$ cat src/pkg/umdu_map.svh
/*
  Constants of the unsigned multiply, divide and increment/decrement unit:
  word widths, operation codes, step counts and limit values.
  Assumes it is included by bare name before any user of the macros.
*/
`ifndef UMDU_MAP_SVH
`define UMDU_MAP_SVH

`define UMDU_WORD_W 16
`define UMDU_PROD_W 32
`define UMDU_OP_W 3
`define UMDU_CNT_W 5

`define UMDU_OP_MUL 3'h0
`define UMDU_OP_DIV 3'h1
`define UMDU_OP_DDIV 3'h2
`define UMDU_OP_INC 3'h3
`define UMDU_OP_DEC 3'h4

`define UMDU_DIV_STEPS 5'h10
`define UMDU_LAST_STEP 5'h01
`define UMDU_DIV_LATENCY 18

`define UMDU_ZERO_WORD 16'h0000
`define UMDU_ONE_WORD 16'h0001
`define UMDU_SAT_QUO 16'hffff
`define UMDU_POS_MAX 16'h7fff
`define UMDU_NEG_MIN 16'h8000

`endif

$ cat src/pkg/umdu_pkg.sv
/*
  Types of the unsigned multiply, divide and increment/decrement unit.
  Assumes umdu_map.svh is on the include path.
*/
`include "umdu_map.svh"

package umdu_pkg;

  typedef enum logic [0:0] {
    UMDU_IDLE,
    UMDU_WAIT
  } umdu_mode_type;

  typedef enum logic [0:0] {
    UMDU_DIV_IDLE,
    UMDU_DIV_RUN
  } umdu_div_mode_type;

  typedef struct packed {
    umdu_mode_type mode;
    logic valid;
    logic [`UMDU_WORD_W-1:0] base;
    logic [`UMDU_WORD_W-1:0] nxt;
    logic base_we;
    logic next_we;
    logic op_out;
    logic err;
    logic busy;
    logic pend_k;
  } umdu_top_state_type;

  typedef struct packed {
    umdu_div_mode_type mode;
    logic [`UMDU_CNT_W-1:0] cnt;
    logic [`UMDU_WORD_W-1:0] rem;
    logic [`UMDU_WORD_W-1:0] quo;
    logic [`UMDU_WORD_W-1:0] dvs;
    logic done;
  } umdu_div_state_type;

endpackage : umdu_pkg

$ cat src/design/umdu_arith.sv
/*
  Single-cycle unsigned multiply and wrapping increment and decrement.
  Assumes operands are stable for the cycle in which results are taken.
*/
`timescale 1ns/100ps
`include "umdu_map.svh"

module umdu_arith (
  input wire logic [`UMDU_WORD_W-1:0] a,
  input wire logic [`UMDU_WORD_W-1:0] b,
  output logic [`UMDU_PROD_W-1:0] product,
  output logic [`UMDU_WORD_W-1:0] incr,
  output logic [`UMDU_WORD_W-1:0] decr
);

  always_comb begin
    product = `UMDU_PROD_W'(a) * `UMDU_PROD_W'(b);
    incr = a + `UMDU_ONE_WORD;
    decr = a - `UMDU_ONE_WORD;
  end

endmodule : umdu_arith

$ cat src/design/umdu_divider.sv
/*
  Serial restoring divider, one quotient bit per clock.
  Assumes the caller guarantees dividend_hi < divisor, so the quotient
  fits one word, and never raises start while busy.
*/
`timescale 1ns/100ps
`include "umdu_map.svh"

module umdu_divider (
  input wire logic clk,
  input wire logic rst_b,
  input wire logic start,
  input wire logic [`UMDU_WORD_W-1:0] dividend_hi,
  input wire logic [`UMDU_WORD_W-1:0] dividend_lo,
  input wire logic [`UMDU_WORD_W-1:0] divisor,
  output logic done,
  output logic [`UMDU_WORD_W-1:0] quotient,
  output logic [`UMDU_WORD_W-1:0] remainder
);

  umdu_pkg::umdu_div_state_type s;
  umdu_pkg::umdu_div_state_type next_s;
  logic [`UMDU_WORD_W+1:0] trial;

  always_comb begin
    next_s = s;
    next_s.done = 1'b0;
    trial = {1'b0, s.rem, s.quo[`UMDU_WORD_W-1]} - {2'b00, s.dvs};
    case (s.mode)
      umdu_pkg::UMDU_DIV_IDLE: begin
        if (start) begin
          next_s.rem = dividend_hi;
          next_s.quo = dividend_lo;
          next_s.dvs = divisor;
          next_s.cnt = `UMDU_DIV_STEPS;
          next_s.mode = umdu_pkg::UMDU_DIV_RUN;
        end
      end
      umdu_pkg::UMDU_DIV_RUN: begin
        if (!trial[`UMDU_WORD_W+1]) begin
          next_s.rem = trial[`UMDU_WORD_W-1:0];
          next_s.quo = {s.quo[`UMDU_WORD_W-2:0], 1'b1};
        end else begin
          next_s.rem = {s.rem[`UMDU_WORD_W-2:0], s.quo[`UMDU_WORD_W-1]};
          next_s.quo = {s.quo[`UMDU_WORD_W-2:0], 1'b0};
        end
        next_s.cnt = s.cnt - 1'b1;
        if (s.cnt == `UMDU_LAST_STEP) begin
          next_s.done = 1'b1;
          next_s.mode = umdu_pkg::UMDU_DIV_IDLE;
        end
      end
      default: begin
        next_s.mode = umdu_pkg::UMDU_DIV_IDLE;
      end
    endcase
  end

  always_ff @(posedge clk) begin
    if (!rst_b) begin
      s <= '0;
    end else begin
      s <= next_s;
    end
  end

  assign done = s.done;
  assign quotient = s.quo;
  assign remainder = s.rem;

endmodule : umdu_divider

$ cat src/design/umdu_top.sv
/*
  Unsigned multiply, 16/16 and 32/16 divide, wrapping increment and
  decrement, with a sticky instruction error flag.
  Assumes the instruction sequencer on the same clock drives operands and
  the enable, and writes results back on the valid strobe.
*/
`timescale 1ns/100ps
`include "umdu_map.svh"

// Notes on behaviour
// - Multiply treats 16-bit operands as unsigned, gives 32-bit product, output ON.
// - Product upper word goes to next destination, lower word to base.
// - Single divide, nonzero divisor: quotient to base, remainder to next, output ON.
// - Zero divisor: either divide skips, output OFF, error flag set.
// - Error flag stays set; only the program's explicit clear or RST_B resets it.
// - Single divide into the K index register writes quotient only.
// - Double divide: 32-bit dividend by 16-bit divisor, quotient and remainder.
// - Double divide quotient overflow: 65535 and 0 written, flag set, output ON.
// - Multiply and divides read all operand bits as unsigned integers.
// - Increment adds one, writes back to the operand, output ON.
// - Increment wraps: 32767 becomes -32768.
// - Decrement subtracts one, writes back to the operand, output ON.
// - Decrement wraps: -32768 becomes 32767.
module umdu_top (
  input wire logic MCLK,
  input wire logic RST_B,
  input wire logic OP_EN,
  input wire logic [`UMDU_OP_W-1:0] OP_SEL,
  input wire logic [`UMDU_WORD_W-1:0] OPND_A,
  input wire logic [`UMDU_WORD_W-1:0] OPND_A_HI,
  input wire logic [`UMDU_WORD_W-1:0] OPND_B,
  input wire logic DEST_IS_K,
  input wire logic INSTRUCTION_ERROR_FLAG_CLR,
  output logic RES_VALID,
  output logic [`UMDU_WORD_W-1:0] RES_BASE,
  output logic [`UMDU_WORD_W-1:0] RES_NEXT,
  output logic RES_BASE_WE,
  output logic RES_NEXT_WE,
  output logic OP_OUT,
  output logic INSTRUCTION_ERROR_FLAG,
  output logic BUSY
);

  localparam int CHK_DIV_LAT = `UMDU_DIV_LATENCY;

  umdu_pkg::umdu_top_state_type s;
  umdu_pkg::umdu_top_state_type next_s;
  logic go;
  logic b_zero;
  logic ddiv_ovf;
  logic err_set;
  logic div_start;
  logic [`UMDU_WORD_W-1:0] div_hi;
  logic div_done;
  logic [`UMDU_WORD_W-1:0] div_quo;
  logic [`UMDU_WORD_W-1:0] div_rem;
  logic [`UMDU_PROD_W-1:0] product;
  logic [`UMDU_WORD_W-1:0] incr;
  logic [`UMDU_WORD_W-1:0] decr;

  umdu_arith u_arith (
    .a(OPND_A),
    .b(OPND_B),
    .product(product),
    .incr(incr),
    .decr(decr)
  );

  umdu_divider u_div (
    .clk(MCLK),
    .rst_b(RST_B),
    .start(div_start),
    .dividend_hi(div_hi),
    .dividend_lo(OPND_A),
    .divisor(OPND_B),
    .done(div_done),
    .quotient(div_quo),
    .remainder(div_rem)
  );

  assign go = (s.mode == umdu_pkg::UMDU_IDLE) && OP_EN;
  assign b_zero = (OPND_B == `UMDU_ZERO_WORD);
  // High word not below divisor overflows
  assign ddiv_ovf = (OPND_A_HI >= OPND_B);

  always_comb begin
    next_s = s;
    next_s.valid = 1'b0;
    next_s.base_we = 1'b0;
    next_s.next_we = 1'b0;
    err_set = 1'b0;
    div_start = 1'b0;
    div_hi = `UMDU_ZERO_WORD;
    case (s.mode)
      umdu_pkg::UMDU_IDLE: begin
        next_s.op_out = 1'b0;
        if (OP_EN) begin
          next_s.valid = 1'b1;
          case (OP_SEL)
            `UMDU_OP_MUL: begin
              next_s.op_out = 1'b1;
              next_s.base = product[`UMDU_WORD_W-1:0];
              next_s.nxt = product[`UMDU_PROD_W-1:`UMDU_WORD_W];
              next_s.base_we = 1'b1;
              next_s.next_we = 1'b1;
            end
            `UMDU_OP_DIV: begin
              if (b_zero) begin
                err_set = 1'b1;
              end else begin
                next_s.valid = 1'b0;
                div_start = 1'b1;
                next_s.mode = umdu_pkg::UMDU_WAIT;
                next_s.busy = 1'b1;
                next_s.pend_k = DEST_IS_K;
              end
            end
            `UMDU_OP_DDIV: begin
              if (b_zero) begin
                err_set = 1'b1;
              end else if (ddiv_ovf) begin
                err_set = 1'b1;
                next_s.op_out = 1'b1;
                next_s.base = `UMDU_SAT_QUO;
                next_s.nxt = `UMDU_ZERO_WORD;
                next_s.base_we = 1'b1;
                next_s.next_we = 1'b1;
              end else begin
                next_s.valid = 1'b0;
                div_start = 1'b1;
                div_hi = OPND_A_HI;
                next_s.mode = umdu_pkg::UMDU_WAIT;
                next_s.busy = 1'b1;
                next_s.pend_k = 1'b0;
              end
            end
            `UMDU_OP_INC: begin
              next_s.op_out = 1'b1;
              next_s.base = incr;
              next_s.base_we = 1'b1;
            end
            `UMDU_OP_DEC: begin
              next_s.op_out = 1'b1;
              next_s.base = decr;
              next_s.base_we = 1'b1;
            end
            default: begin
              next_s.op_out = 1'b0;
            end
          endcase
        end
      end
      umdu_pkg::UMDU_WAIT: begin
        if (div_done) begin
          next_s.valid = 1'b1;
          next_s.op_out = 1'b1;
          next_s.base = div_quo;
          next_s.nxt = div_rem;
          next_s.base_we = 1'b1;
          next_s.next_we = !s.pend_k;
          next_s.mode = umdu_pkg::UMDU_IDLE;
          next_s.busy = 1'b0;
        end
      end
      default: begin
        next_s.mode = umdu_pkg::UMDU_IDLE;
        next_s.busy = 1'b0;
      end
    endcase
    next_s.err = err_set | (s.err & !INSTRUCTION_ERROR_FLAG_CLR);
  end

  always_ff @(posedge MCLK) begin
    if (!RST_B) begin
      s <= '0;
    end else begin
      s <= next_s;
    end
  end

  assign RES_VALID = s.valid;
  assign RES_BASE = s.base;
  assign RES_NEXT = s.nxt;
  assign RES_BASE_WE = s.base_we;
  assign RES_NEXT_WE = s.next_we;
  assign OP_OUT = s.op_out;
  assign INSTRUCTION_ERROR_FLAG = s.err;
  assign BUSY = s.busy;

  // Checks
  chk_mul_product:
  assert property (@(posedge MCLK) disable iff (!RST_B)
    go && OP_SEL == `UMDU_OP_MUL |=> RES_VALID && OP_OUT &&
    {RES_NEXT, RES_BASE} == `UMDU_PROD_W'($past(OPND_A)) * `UMDU_PROD_W'($past(OPND_B)))
  else $error("multiply product or output wrong");

  chk_mul_split:
  assert property (@(posedge MCLK) disable iff (!RST_B)
    go && OP_SEL == `UMDU_OP_MUL |=> RES_BASE_WE && RES_NEXT_WE &&
    RES_BASE == `UMDU_WORD_W'($past(OPND_A) * $past(OPND_B)) &&
    `UMDU_PROD_W'(RES_NEXT) ==
    (`UMDU_PROD_W'($past(OPND_A)) * `UMDU_PROD_W'($past(OPND_B))) >> `UMDU_WORD_W)
  else $error("product words not split upper to next");

  chk_div_result:
  assert property (@(posedge MCLK) disable iff (!RST_B)
    go && OP_SEL == `UMDU_OP_DIV && !b_zero |-> ##CHK_DIV_LAT
    (RES_VALID && OP_OUT && RES_BASE_WE &&
    RES_BASE == $past(OPND_A, CHK_DIV_LAT) / $past(OPND_B, CHK_DIV_LAT) &&
    RES_NEXT == $past(OPND_A, CHK_DIV_LAT) % $past(OPND_B, CHK_DIV_LAT)))
  else $error("single divide result wrong");

  chk_zero_divisor:
  assert property (@(posedge MCLK) disable iff (!RST_B)
    go && (OP_SEL == `UMDU_OP_DIV || OP_SEL == `UMDU_OP_DDIV) && b_zero |=>
    RES_VALID && !OP_OUT && !RES_BASE_WE && !RES_NEXT_WE && INSTRUCTION_ERROR_FLAG)
  else $error("zero divisor not skipped with error");

  chk_err_sticky:
  assert property (@(posedge MCLK) disable iff (!RST_B)
    INSTRUCTION_ERROR_FLAG && !INSTRUCTION_ERROR_FLAG_CLR |=> INSTRUCTION_ERROR_FLAG)
  else $error("error flag dropped without clear");

  chk_err_source:
  assert property (@(posedge MCLK) disable iff (!RST_B)
    $rose(INSTRUCTION_ERROR_FLAG) |-> $past(err_set))
  else $error("error flag rose without an error");

  chk_k_drop:
  assert property (@(posedge MCLK) disable iff (!RST_B)
    go && OP_SEL == `UMDU_OP_DIV && !b_zero && DEST_IS_K |-> ##CHK_DIV_LAT
    (RES_VALID && RES_BASE_WE && !RES_NEXT_WE))
  else $error("remainder written for K destination");

  chk_ddiv_result:
  assert property (@(posedge MCLK) disable iff (!RST_B)
    go && OP_SEL == `UMDU_OP_DDIV && !b_zero && !ddiv_ovf |-> ##CHK_DIV_LAT
    (RES_VALID && OP_OUT && RES_NEXT_WE &&
    `UMDU_PROD_W'(RES_BASE) * `UMDU_PROD_W'($past(OPND_B, CHK_DIV_LAT)) +
    `UMDU_PROD_W'(RES_NEXT) ==
    {$past(OPND_A_HI, CHK_DIV_LAT), $past(OPND_A, CHK_DIV_LAT)} &&
    RES_NEXT < $past(OPND_B, CHK_DIV_LAT)))
  else $error("double divide result wrong");

  chk_ddiv_saturate:
  assert property (@(posedge MCLK) disable iff (!RST_B)
    go && OP_SEL == `UMDU_OP_DDIV && !b_zero && ddiv_ovf |=>
    RES_VALID && OP_OUT && RES_BASE == `UMDU_SAT_QUO &&
    RES_NEXT == `UMDU_ZERO_WORD && INSTRUCTION_ERROR_FLAG)
  else $error("double divide overflow not saturated");

  chk_inc_value:
  assert property (@(posedge MCLK) disable iff (!RST_B)
    go && OP_SEL == `UMDU_OP_INC |=> RES_VALID && OP_OUT && RES_BASE_WE &&
    !RES_NEXT_WE && RES_BASE == $past(OPND_A) + `UMDU_ONE_WORD)
  else $error("increment result wrong");

  chk_inc_wrap:
  assert property (@(posedge MCLK) disable iff (!RST_B)
    go && OP_SEL == `UMDU_OP_INC && OPND_A == `UMDU_POS_MAX |=>
    RES_BASE == `UMDU_NEG_MIN)
  else $error("increment did not wrap");

  chk_dec_value:
  assert property (@(posedge MCLK) disable iff (!RST_B)
    go && OP_SEL == `UMDU_OP_DEC |=> RES_VALID && OP_OUT && RES_BASE_WE &&
    !RES_NEXT_WE && RES_BASE == $past(OPND_A) - `UMDU_ONE_WORD)
  else $error("decrement result wrong");

  chk_dec_wrap:
  assert property (@(posedge MCLK) disable iff (!RST_B)
    go && OP_SEL == `UMDU_OP_DEC && OPND_A == `UMDU_NEG_MIN |=>
    RES_BASE == `UMDU_POS_MAX)
  else $error("decrement did not wrap");

  chk_valid_cause:
  assert property (@(posedge MCLK) disable iff (!RST_B)
    RES_VALID |-> $past(go) || $past(div_done))
  else $error("valid strobe without cause");

  chk_idle_off:
  assert property (@(posedge MCLK) disable iff (!RST_B)
    !OP_EN && !BUSY |=> !OP_OUT && !RES_VALID)
  else $error("output on while not enabled");

endmodule : umdu_top

$ cat config.mk
export PLATFORM = sky130hd
export DESIGN_NAME = umdu_top
export DESIGN_NICKNAME = d
export VERILOG_FILES = /design/src/pkg/umdu_pkg.sv /design/src/design/umdu_arith.sv /design/src/design/umdu_divider.sv /design/src/design/umdu_top.sv
export VERILOG_INCLUDE_DIRS = /design/src /design/src/pkg
export SDC_FILE = /design/constraint.sdc
export NUM_CORES = 1
export LEC_CHECK = 0
export BUFFER_PORTS_ARGS = -buffer_cell sky130_fd_sc_hd__buf_4
export CORE_MARGIN = 2
export CORE_UTILIZATION = 40
export CTS_CLUSTER_SIZE = 8
export DETAILED_ROUTE_END_ITERATION = 8
export GPL_TIMING_DRIVEN = 0
export PLACE_DENSITY = 0.68
export SYNTH_ARGS = -nofsm -noshare
export SYNTH_HDL_FRONTEND = slang
export SYNTH_SLANG_ARGS = --single-unit
$ cat constraint.sdc
create_clock -name MCLK -period 7.4 [get_ports MCLK]
set_clock_uncertainty 0.15 [all_clocks]
set_input_delay 0.74 -clock MCLK [delete_from_list [all_inputs] [get_ports MCLK]]
set_output_delay 0.74 -clock MCLK [all_outputs]
set_load 0.005 [all_outputs]
# Yosys cells after proc, flatten, opt, wreduce, memory -nomap -nowiden
# Index checks and enable logic that the tools add are counted.
dict set report word_totals {
  regBits 95
  in_bits 56
  output_inout_bits 38
  wordCells 98
}
dict set report classes {
  add_sub_neg 4
  multipliers 1
  order_cmp 1
  eq_ne 18
  mux 42
  bitwise_logic 4
  reduce_logical 12
}
# operator n
set ops {}
lappend ops {{two-way mux 37 bit} 3}
lappend ops {{two-way mux 16 bit} 5}
lappend ops {{one-hot mux 38 bit (2 select lines)} 1}
lappend ops {{one-hot mux 37 bit (2 select lines)} 1}
lappend ops {{one-hot mux 16 bit (4 select lines)} 1}
lappend ops {{two-way mux 54 bit} 1}
lappend ops {{two-way mux 35 bit} 1}
lappend ops {{multiplier 16 x 16 -> 32 bit} 1}
lappend ops {{two-way mux 32 bit} 1}
lappend ops {{one-hot mux 16 bit (2 select lines)} 1}
lappend ops {{subtractor 17 x 16 -> 18 bit} 1}
lappend ops {{adder 16 x 1 -> 16 bit (second input constant)} 1}
lappend ops {{>= comparator 16 bit} 1}
lappend ops {{logical NOT 16 bit} 1}
lappend ops {{subtractor 16 x 1 -> 16 bit (second input constant)} 1}
lappend ops {{two-way mux 1 bit} 13}
lappend ops {{two-way mux 2 bit} 6}
lappend ops {{inequality test 3 bit (second input constant)} 4}
lappend ops {{one-hot mux 1 bit (2 select lines)} 6}
lappend ops {{AND reduction 6 bit} 2}
lappend ops {{inequality test 2 bit (second input constant)} 5}
lappend ops {{AND reduction 5 bit} 2}
lappend ops {{one-hot mux 2 bit (2 select lines)} 2}
lappend ops {{equality test 3 x 2 -> 1 bit (second input constant)} 2}
lappend ops {{15 further kinds} 19}

# Logic depth before layout (Yosys ltp)
# Gate-level depths: netlist of run 1.
dict set report logic_depth {
  word_depth 8
  mapped_depth 24
  depth_no_buf 23
}

# Hierarchy
# Synthesis of run 1 repeated with hierarchy kept, for this count alone.
dict set report hier_totals {
  hier_cells 1920
  hier_area_um2 15790.1
}
# mod n_inst cells_per_inst area_each_um2 seq_area_each_um2
set by_module_without_submodules {}
lappend by_module_without_submodules {umdu_arith 1 1078 9078.7 0.0}
lappend by_module_without_submodules {umdu_divider 1 466 3662.3 1101.1}
lappend by_module_without_submodules {umdu_top 1 376 3049.2 800.8}

# Worst setup path after synthesis of run 1
# No wires, ideal clock.
dict set report synth_timing {
  path_type {input port to flip-flop}
  from {input OPND_B[7]}
  to {register s (netlist bit RES_NEXT[13])}
  setup_time_ns 0.086
  arrival_ns 6.386
  required_time_ns 7.164
  setup_slack_ns 0.778
  cell_stages 22
  path_buffers 2
  cell_sequence {clkbuf_1 > clkbuf_1 > nand2_1 > fa_1 > fa_1 > fa_1 > inv_1 > fa_1 > fa_1 > inv_1 > fa_1 > inv_1 > ha_1 > a21o_1 > a21o_1 > nor3b_1 > a21oi_1 > a21oi_1 > nor2b_1 > o41ai_1 > o21ai_0 > a211oi_1}
}
dict set report synth_via {
  elab_chain_len 4
  word_cells_on_any_way 9
  classes_between {mul (1); order compare (1); eq/ne (2); mux (3); reduce/logical (2)}
}
# element line
set synth_rtl {}
lappend synth_rtl {{start, declared} umdu_top.sv:31} ;# input wire logic [`UMDU_WORD_W-1:0] OPND_B,
lappend synth_rtl {{multiplier 16 x 16 -> 32 bit (no line)} --}
lappend synth_rtl {{one-hot mux 16 bit (2 select lines)} umdu_top.sv:99} ;# case (OP_SEL)
lappend synth_rtl {{two-way mux 37 bit} umdu_top.sv:97} ;# if (OP_EN) begin
lappend synth_rtl {{one-hot mux 37 bit (2 select lines)} umdu_top.sv:94} ;# case (s.mode)
lappend synth_rtl {{end signal, assigned} umdu_top.sv:177} ;# s <= next_s;
lappend synth_rtl {{end, declared} umdu_top.sv:46} ;# umdu_pkg::umdu_top_state_type s;
# Several ways; a longest one is shown, not always the timed one. The select of a mux whose other input is x is not followed.
# A chain may end at the register's enable or synchronous reset.

# Final worst setup path of run 1
dict set report layout_timing {
  from {input OPND_A[14]}
  to {register s (netlist bit RES_NEXT[13])}
}
dict set report layout_via {
  elab_chain_len 4
}
# element line
set layout_rtl {}
lappend layout_rtl {{start, declared} umdu_top.sv:29} ;# input wire logic [`UMDU_WORD_W-1:0] OPND_A,
lappend layout_rtl {{multiplier 16 x 16 -> 32 bit (no line)} --}
lappend layout_rtl {{one-hot mux 16 bit (2 select lines)} umdu_top.sv:99}
lappend layout_rtl {{two-way mux 37 bit} umdu_top.sv:97}
lappend layout_rtl {{one-hot mux 37 bit (2 select lines)} umdu_top.sv:94}
# Every way passes these cells. The select of a mux whose other input is x is not followed.

==> results.tsv, run 1 <==
stage	metric	value	unit
clock_tree	h-tree-depth	3	
drt	vias_per_cell	5.59	
global_route	grt-ovfl-total	0	
drt	wl_per_cell	19.7	µm
pwr	p_leak	8.04	nW
clock_tree	cts.sinks	95	
synthesis	synth_seq_cells	95	
worst_setup_path	r2r_start	u_div.s[8]	
floorplanning	die_w	198	µm
pwr	sequentialPowerShare	0.081	
synthesis	yosys_most_used_dff	dfxtp_1	
floorplanning	core	36800	µm²
worst_setup_path	rrSetupSlack	3920	ps
drt	firstDrtPassIters	6	
clock_tree	cts_setup_buffers	0	
pwr	cellPowerDensity	429	nW/µm²
worst_setup_path	rr_endpoint	u_div.remainder[14]	
drt	wl	46500	µm
synthesis	async_reset_ff_frac	0	
pwr	switching_share	0.559	
clock_tree	cts.clk_slew.worst_paths	80	ps
outcome	status	complete, no violations	
pwr	power.internal	3.13	mW
cells_and_area	layout_common_cells	inv_1, nand2_1, fa_1	
floorplanning	die-area	39000	µm²
synthesis	post_synth.cell_area_avg	8.33	µm²
sta	worstMarginPinSlew	791	ps
synthesis	synth_cells	1800	
pwr	power.share.clock	0.072	
floorplanning	ioPinCount	94	
cells_and_area	fin_nets	2291	
worst_setup_path	crit_type	in -> reg	
cells_and_area	final_cells	2362	
sta	fin_crit_sh	0.977	
sta	hold_violations	0	
clock_tree	cts-root-buf	clkbuf_16	
synthesis	synth.distinct_cells	74	
worst_setup_path	r2r_cells	12	
floorplanning	fp.dieH	198	µm
job	maxCapViolations	0	
worst_setup_path	critPathLaunchType	input pin	
drt	drt_iter0_markers	1172	
global_route	grt_max_degree	20	
sta	fmax	138	MHz
sta	rsz0062_at_grt	false	
global_route	grt_pass1_wl	74800	µm
placed_design	dp_cells	2350	
worst_setup_path	arrival	7350	ps
placed_design	portBuffers	80	
sta	relSlewSlack	0.467	
clock_tree	cts_buffers	9	
pwr	vdd_ir_drop_max	0.452	mV
pwr	finalPower	7.10	mW
cells_and_area	areaGrowthSynthToFinish	10.4	%
sta	fin_crit	7230	ps
floorplanning	start_util	0.407	
pwr	p_sw	3.97	mW
global_route	first_global_vias	13442	
drt	drc	0	
synthesis	synth_fp_nets	2204	
cells_and_area	drive_above_1_share	0.113	
global_route	antenna_found_initial	4	
synthesis	ys_seq_area_frac	0.127	
sta	final.setup.worst_slack	172	ps
drt	vias	13194	
synthesis	synth_edf_count	0	
placed_design	dp_slack	-750	ps
global_route	grt_usage	0.247	
synthesis	synth_area	15000	µm²
floorplanning	rows	70	
worst_setup_path	required	7520	ps
min_path	worstHoldPathType	reg -> reg	
clock_tree	cts_tree	built	
worst_setup_path	worstPathMaxFanout	10	
min_path	hp-start	BUSY	
min_path	whs_path_depth	2	
placed_design	place.gp.congestion	0.942	
sta	setup_viol	0	
min_path	min_to	BUSY	
synthesis	ys_warn_count	0	
drt	detail-route-antenna-nets	0	
clock_tree	worstSkewPairLatency	360	ps
clock_tree	cts_buffer_depth	2	
placed_design	hpwl	37900	µm
cells_and_area	final_common_cell	inv_1	
sta	maxSlewViolCount	0	
worst_setup_path	endpoint_kind	flip-flop	
cells_and_area	fillers	3663	
pwr	p_comb_frac	0.847	
## routing by layer
layer / vias up / GRT usage / wire length (µm) / part of all wire
met4: 2 / 0.0721 / 1350 / 0.029
met5: - / 0 / 9 / 0.00019
met1: 6481 / 0.330 / 19400 / 0.42
met2: 629 / 0.403 / 21300 / 0.46
li1: 5985 / - / - / -
met3: 97 / 0.0529 / 4390 / 0.094
## how the worst max path moves through the flow
stage | from | end | slack, ps
after floorplan | OPND_B[7] | RES_NEXT[13] | 780
after global placement | OPND_B[1] | RES_NEXT[0] | -1440
after detailed placement | OPND_B[10] | RES_NEXT[15] | -750
after CTS | OPND_B[13] | RES_NEXT[13] | 80
after global routing | OPND_B[2] | RES_NEXT[8] | 3
final | OPND_A[14] | RES_NEXT[13] | 170
## sequential cells by signal, indices dropped and copies added, names as in the netlist, 2 cells and up
register	count
RES_NEXT	16
s	2
u_div.quotient	16
RES_BASE	16
u_div.remainder	16
u_div.s	22
## kinds of logic (layout without fill, tap and decap cells)
| logic type | Yosys count | after routing | share of synthesized area |
|---|---|---|---|
| buf+inv | 390 | 482 | 0.108 |
| compound gates | 351 | 351 | 0.152 |
| other cells | 0 | 2 | 0 |
| fa+ha+maj | 348 | 348 | 0.389 |
| flops | 95 | 95 | 0.127 |
| simple gates | 531 | 531 | 0.171 |
| xor+xnor | 51 | 51 | 0.0298 |
| mux | 34 | 34 | 0.0240 |
## worst max-delay path, cell delays in order
cell	delay (ps)
buf_4	180
clkbuf_1	580
nand2_1	180
fa_1	510
fa_1	490
inv_1	50
fa_1	510
fa_1	440
fa_1	550
inv_1	60
fa_1	530
inv_1	40
ha_1	350
a21o_1	200
a21o_1	190
nor3b_2	310
a21oi_1	160
a21oi_1	340
nor2b_1	90
o41ai_1	360
o21ai_0	180
a211oi_1	300
## synthesized netlist by cell type (3+ instances only)
cell type,n,area [µm²]
o21ai_1,14,70.1
nor2_1,91,342
clkbuf_1,70,263
a21oi_1,92,460
o211ai_1,7,52.6
xor2_1,23,201
o31ai_1,3,22.5
nor3_1,8,40.0
nand4_1,7,43.8
nor3b_1,4,30.0
a21o_1,33,248
xnor2_1,28,245
nor4_1,5,31.3
fa_1,196,3920
and2_1,117,732
o211a_1,6,60.1
nor2b_1,12,75.1
nand2b_1,14,87.6
and3_1,8,50.1
or3_1,7,43.8
nand3b_1,3,22.5
a211oi_1,7,52.6
o21ai_0,93,465
buf_1,4,15.0
nand2_1,219,822
inv_1,272,1020
a31oi_1,13,81.3
ha_1,152,1900
buf_2,7,35.0
a22oi_1,4,30.0
mux2i_1,18,180
o21bai_1,8,60.1
buf_4,34,255
a222oi_1,13,130
o21a_1,12,90.1
or2_2,8,50.1
o22ai_1,14,87.6
nand3_1,18,90.1
mux2_2,16,180
o2111ai_1,4,35.0
dfxtp_1,95,1900
## power by group through the flow
| stage | clock (mW) | sequential (mW) | combinational, mW |
|---|---|---|---|
| detailed placement | 0 | 0.586 | 5.83 |
| CTS | 0.511 | 0.574 | 5.88 |
| finish | 0.511 | 0.576 | 6.01 |
| floorplan | 0 | 0.575 | 4.20 |
| global placement | 0 | 0.586 | 5.77 |
| global route | 0.529 | 0.579 | 6.63 |
## through the flow
step	utilization	hold slack (ps)	setup TNS [ps]	area, µm²
2_1_floorplan	-	282	0	15000
3_3_place_gp	0.440	293	-14640	16200
3_5_place_dp	0.440	303	-5430	16200
4_1_cts	0.450	316	0	16500
5_1_grt	0.450	335	0	16500
6_report	0.450	317	0	16600
## final cells by class
| class | count | area [µm²] | share of cell area |
|---|---|---|---|
| tap | 468 | 586 | 0.0354 |
| sequential | 95 | 1900 | 0.115 |
| inverter | 272 | 1020 | 0.0617 |
| clock buffer | 9 | 225 | 0.0136 |
| antenna | 2 | 5.00 | 0.000302 |
| buffer | 112 | 612 | 0.0370 |
| multi-input combinational | 1315 | 11500 | 0.694 |
| clock inverter | 7 | 98.8 | 0.00597 |
| timing repair buffer | 82 | 617 | 0.0373 |
## what timing repair did
| item | 4_1_cts | 5_1_grt |
|---|---|---|
| resized for setup | 23 | 19 |
| endpoints found under the setup margin | 7 | 6 |
| pin swaps | 0 | 0 |
| hold buffers | 0 | 0 |
| hold endpoints to repair | 0 | 0 |
| cloned | 0 | 0 |
(Power assumes the default switching activity.)
==> run 2: changes to the inputs <==
--- a/config.mk
+++ b/config.mk
@@ -9,10 +9,10 @@
 export BUFFER_PORTS_ARGS = -buffer_cell sky130_fd_sc_hd__buf_4
 export CORE_MARGIN = 2
 export CORE_UTILIZATION = 40
+export CTS_BUF_LIST = sky130_fd_sc_hd__clkbuf_8
 export CTS_CLUSTER_SIZE = 8
 export DETAILED_ROUTE_END_ITERATION = 8
 export GPL_TIMING_DRIVEN = 0
-export PLACE_DENSITY = 0.68
 export SYNTH_ARGS = -nofsm -noshare
 export SYNTH_HDL_FRONTEND = slang
 export SYNTH_SLANG_ARGS = --single-unit
==> run 2 against run 1 <==
- largest power group unchanged
- final cell count fell by 0.30%
- combinational power increased by 2%
- setup slack improved by 55 ps
- critical path depth is 1 higher
==> results.tsv, run 2 (synthesized netlist as in run 1, its figures left out) <==
stage	metric	value	unit	change
drt	vias_per_cell	5.53		-1.1%
worst_setup_path	endpoint_kind	flip-flop		
job	maxCapViolations	0		unchanged
floorplanning	die_w	198	µm	unchanged
clock_tree	postCtsHoldBufs	0		unchanged
cells_and_area	largest_reg_flops	22		unchanged
sta	worstMarginPinSlew	838	ps	+46.9 ps
drt	wl_per_cell	20.0	µm	+1.5%
cells_and_area	final_util	0.446		-0.00408
sta	maxSlewViolCount	0		unchanged
worst_setup_path	path_cells	buf_4, clkbuf_1, and2_1, fa_1, inv_1, fa_1, inv_1, fa_1, fa_1, fa_1, inv_1, fa_1, inv_1, ha_1, a21o_1, a21o_1, nor3b_2, a211oi_1, nor3_2, o2111ai_1, xnor2_1, nand3_1, a21oi_1		
clock_tree	cts_tree	built		
drt	drt_iter0_markers	1047		-11%
clock_tree	cts_buffer_depth	2		unchanged
placed_design	hpwl	38900	µm	+2.6%
cells_and_area	layout_common_cells	inv_1, nand2_1, fa_1		
worst_setup_path	worstPathMaxFanout	10		unchanged
min_path	worstHoldPathType	reg -> reg		
sta	hold_violations	0		unchanged
global_route	grt_usage	0.249		+0.00151
global_route	grt-ovfl-total	0		unchanged
floorplanning	start_util	0.407		unchanged
global_route	grt_pass1_wl	75100	µm	+0.42%
cells_and_area	final_common_cell	inv_1		
clock_tree	cts_setup_buffers	0		unchanged
worst_setup_path	cp_slowest_cell	fa_1		
clock_tree	cts.sinks	95		unchanged
worst_setup_path	required	7580	ps	+60 ps
global_route	first_global_vias	13370		-0.54%
cells_and_area	largest_register	u_div.s		
sta	rsz0062_at_grt	false		
pwr	vdd_ir_drop_max	0.487	mV	+7.6%
drt	vias	13012		-1.4%
cells_and_area	areaGrowthSynthToFinish	9.43	%	
floorplanning	core	36800	µm²	unchanged
cells_and_area	n_antenna_cell	0		-2
drt	wl	47000	µm	+1.2%
clock_tree	cts_buffers	9		unchanged
cells_and_area	fillers	3775		+3.1%
pwr	p_leak	7.97	nW	-0.84%
drt	detail-route-antenna-nets	0		unchanged
sta	setup_viol	0		unchanged
global_route	grt_max_degree	20		unchanged
cells_and_area	fin_nets	2286		-0.22%
floorplanning	ioPinCount	94		unchanged
placed_design	dp_slack	-880	ps	-130 ps
drt	firstDrtPassIters	7		+1
sta	fin_crit_sh	0.969		-0.00743
sta	final.setup.worst_slack	227	ps	+55.0 ps
worst_setup_path	slowest_delay	550	ps	-30 ps
global_route	antenna_found_initial	2		-2
worst_setup_path	rrSetupSlack	3920	ps	about the same
sta	fmax	139	MHz	+0.77%
pwr	cellPowerDensity	431	nW/µm²	+0.51%
placed_design	portBuffers	80		unchanged
sta	fin_crit	7170	ps	-55.0 ps
sta	relSlewSlack	0.436		-0.0316
drt	drc	0		unchanged
worst_setup_path	critPathLaunchType	input pin		
cells_and_area	drive_above_1_share	0.113		-0.000230
floorplanning	rows	70		unchanged
clock_tree	h-tree-depth	3		unchanged
floorplanning	die-area	39000	µm²	unchanged
clock_tree	cts.clk_slew.worst_paths	110	ps	+30 ps
worst_setup_path	arrival	7350	ps	about the same
clock_tree	worstSkewPairLatency	400	ps	+40 ps
worst_setup_path	crit_type	in -> reg		
placed_design	place.gp.congestion	0.956		+1.5%
worst_setup_path	crit_top_cell	fa_1		
outcome	status	complete, no violations		
sta	fin_setup_tns	0	ps	unchanged
floorplanning	fp.dieH	198	µm	unchanged
clock_tree	cts-root-buf	clkbuf_8		
==> run 2: routing by layer <==
layer | vias up | routed length (µm) | track usage | part of all wire
met2 | 457 | 22400 | 0.426 | 0.48
met4 | 2 | 779 | 0.0448 | 0.017
met5 | - | 13 | 0 | 0.00028
li1 | 6008 | - | - | -
met1 | 6475 | 20700 | 0.342 | 0.44
met3 | 70 | 3160 | 0.0283 | 0.067
==> run 2: stage by stage <==
step	power, mW	instances	area, µm²	hold WS, ps
2_1_floorplan	4.77	1800	15000	282
3_3_place_gp	6.49	2348	16200	293
3_5_place_dp	6.50	2350	16200	309
4_1_cts	6.91	2356	16400	325
5_1_grt	7.72	2355	16400	339
6_report	7.07	2355	16400	320
==> run 2: final timing paths <==
kind,from,to,cells past startpoint
worst min register to register,s[0],s[0],2
worst min-delay path,s[0],s[0],2
worst max-delay path,OPND_B[6],RES_NEXT[15],23
worst max register to register,u_div.remainder[0],u_div.remainder[14],11
==> run 2: layout make-up <==
cell class,count,area [µm²],area share
clock inverter,7,75.1,0.00458
multi-input combinational,1315,11500,0.701
inverter,272,1020,0.0622
clock buffer,9,124,0.00755
buffer,107,588,0.0359
tap,468,586,0.0357
sequential,95,1900,0.116
timing repair buffer,82,617,0.0376
==> run 2: where the power goes <==
| group | internal [mW] | switching, mW | total (mW) |
|---|---|---|---|
| Clock | 0.133 | 0.228 | 0.362 |
| Combinational | 2.32 | 3.82 | 6.13 |
| Sequential | 0.547 | 0.0283 | 0.575 |
| Total | 3.00 | 4.07 | 7.07 |
==> run 2: worst max-delay path, delay by kind of cell <==
kind,cells,cell delay [ps]
XOR/XNOR,1,280
adder cells (fa/ha/maj),7,3500
AO/OA/AOI/OAI,5,940
buffers and inverters,6,740
AND/OR/NAND/NOR,4,1150
==> run 2: repair_timing <==
action,4_1_cts,5_1_grt
gates resized for setup,28,3
gates cloned,0,0
endpoints found under the setup margin,9,4
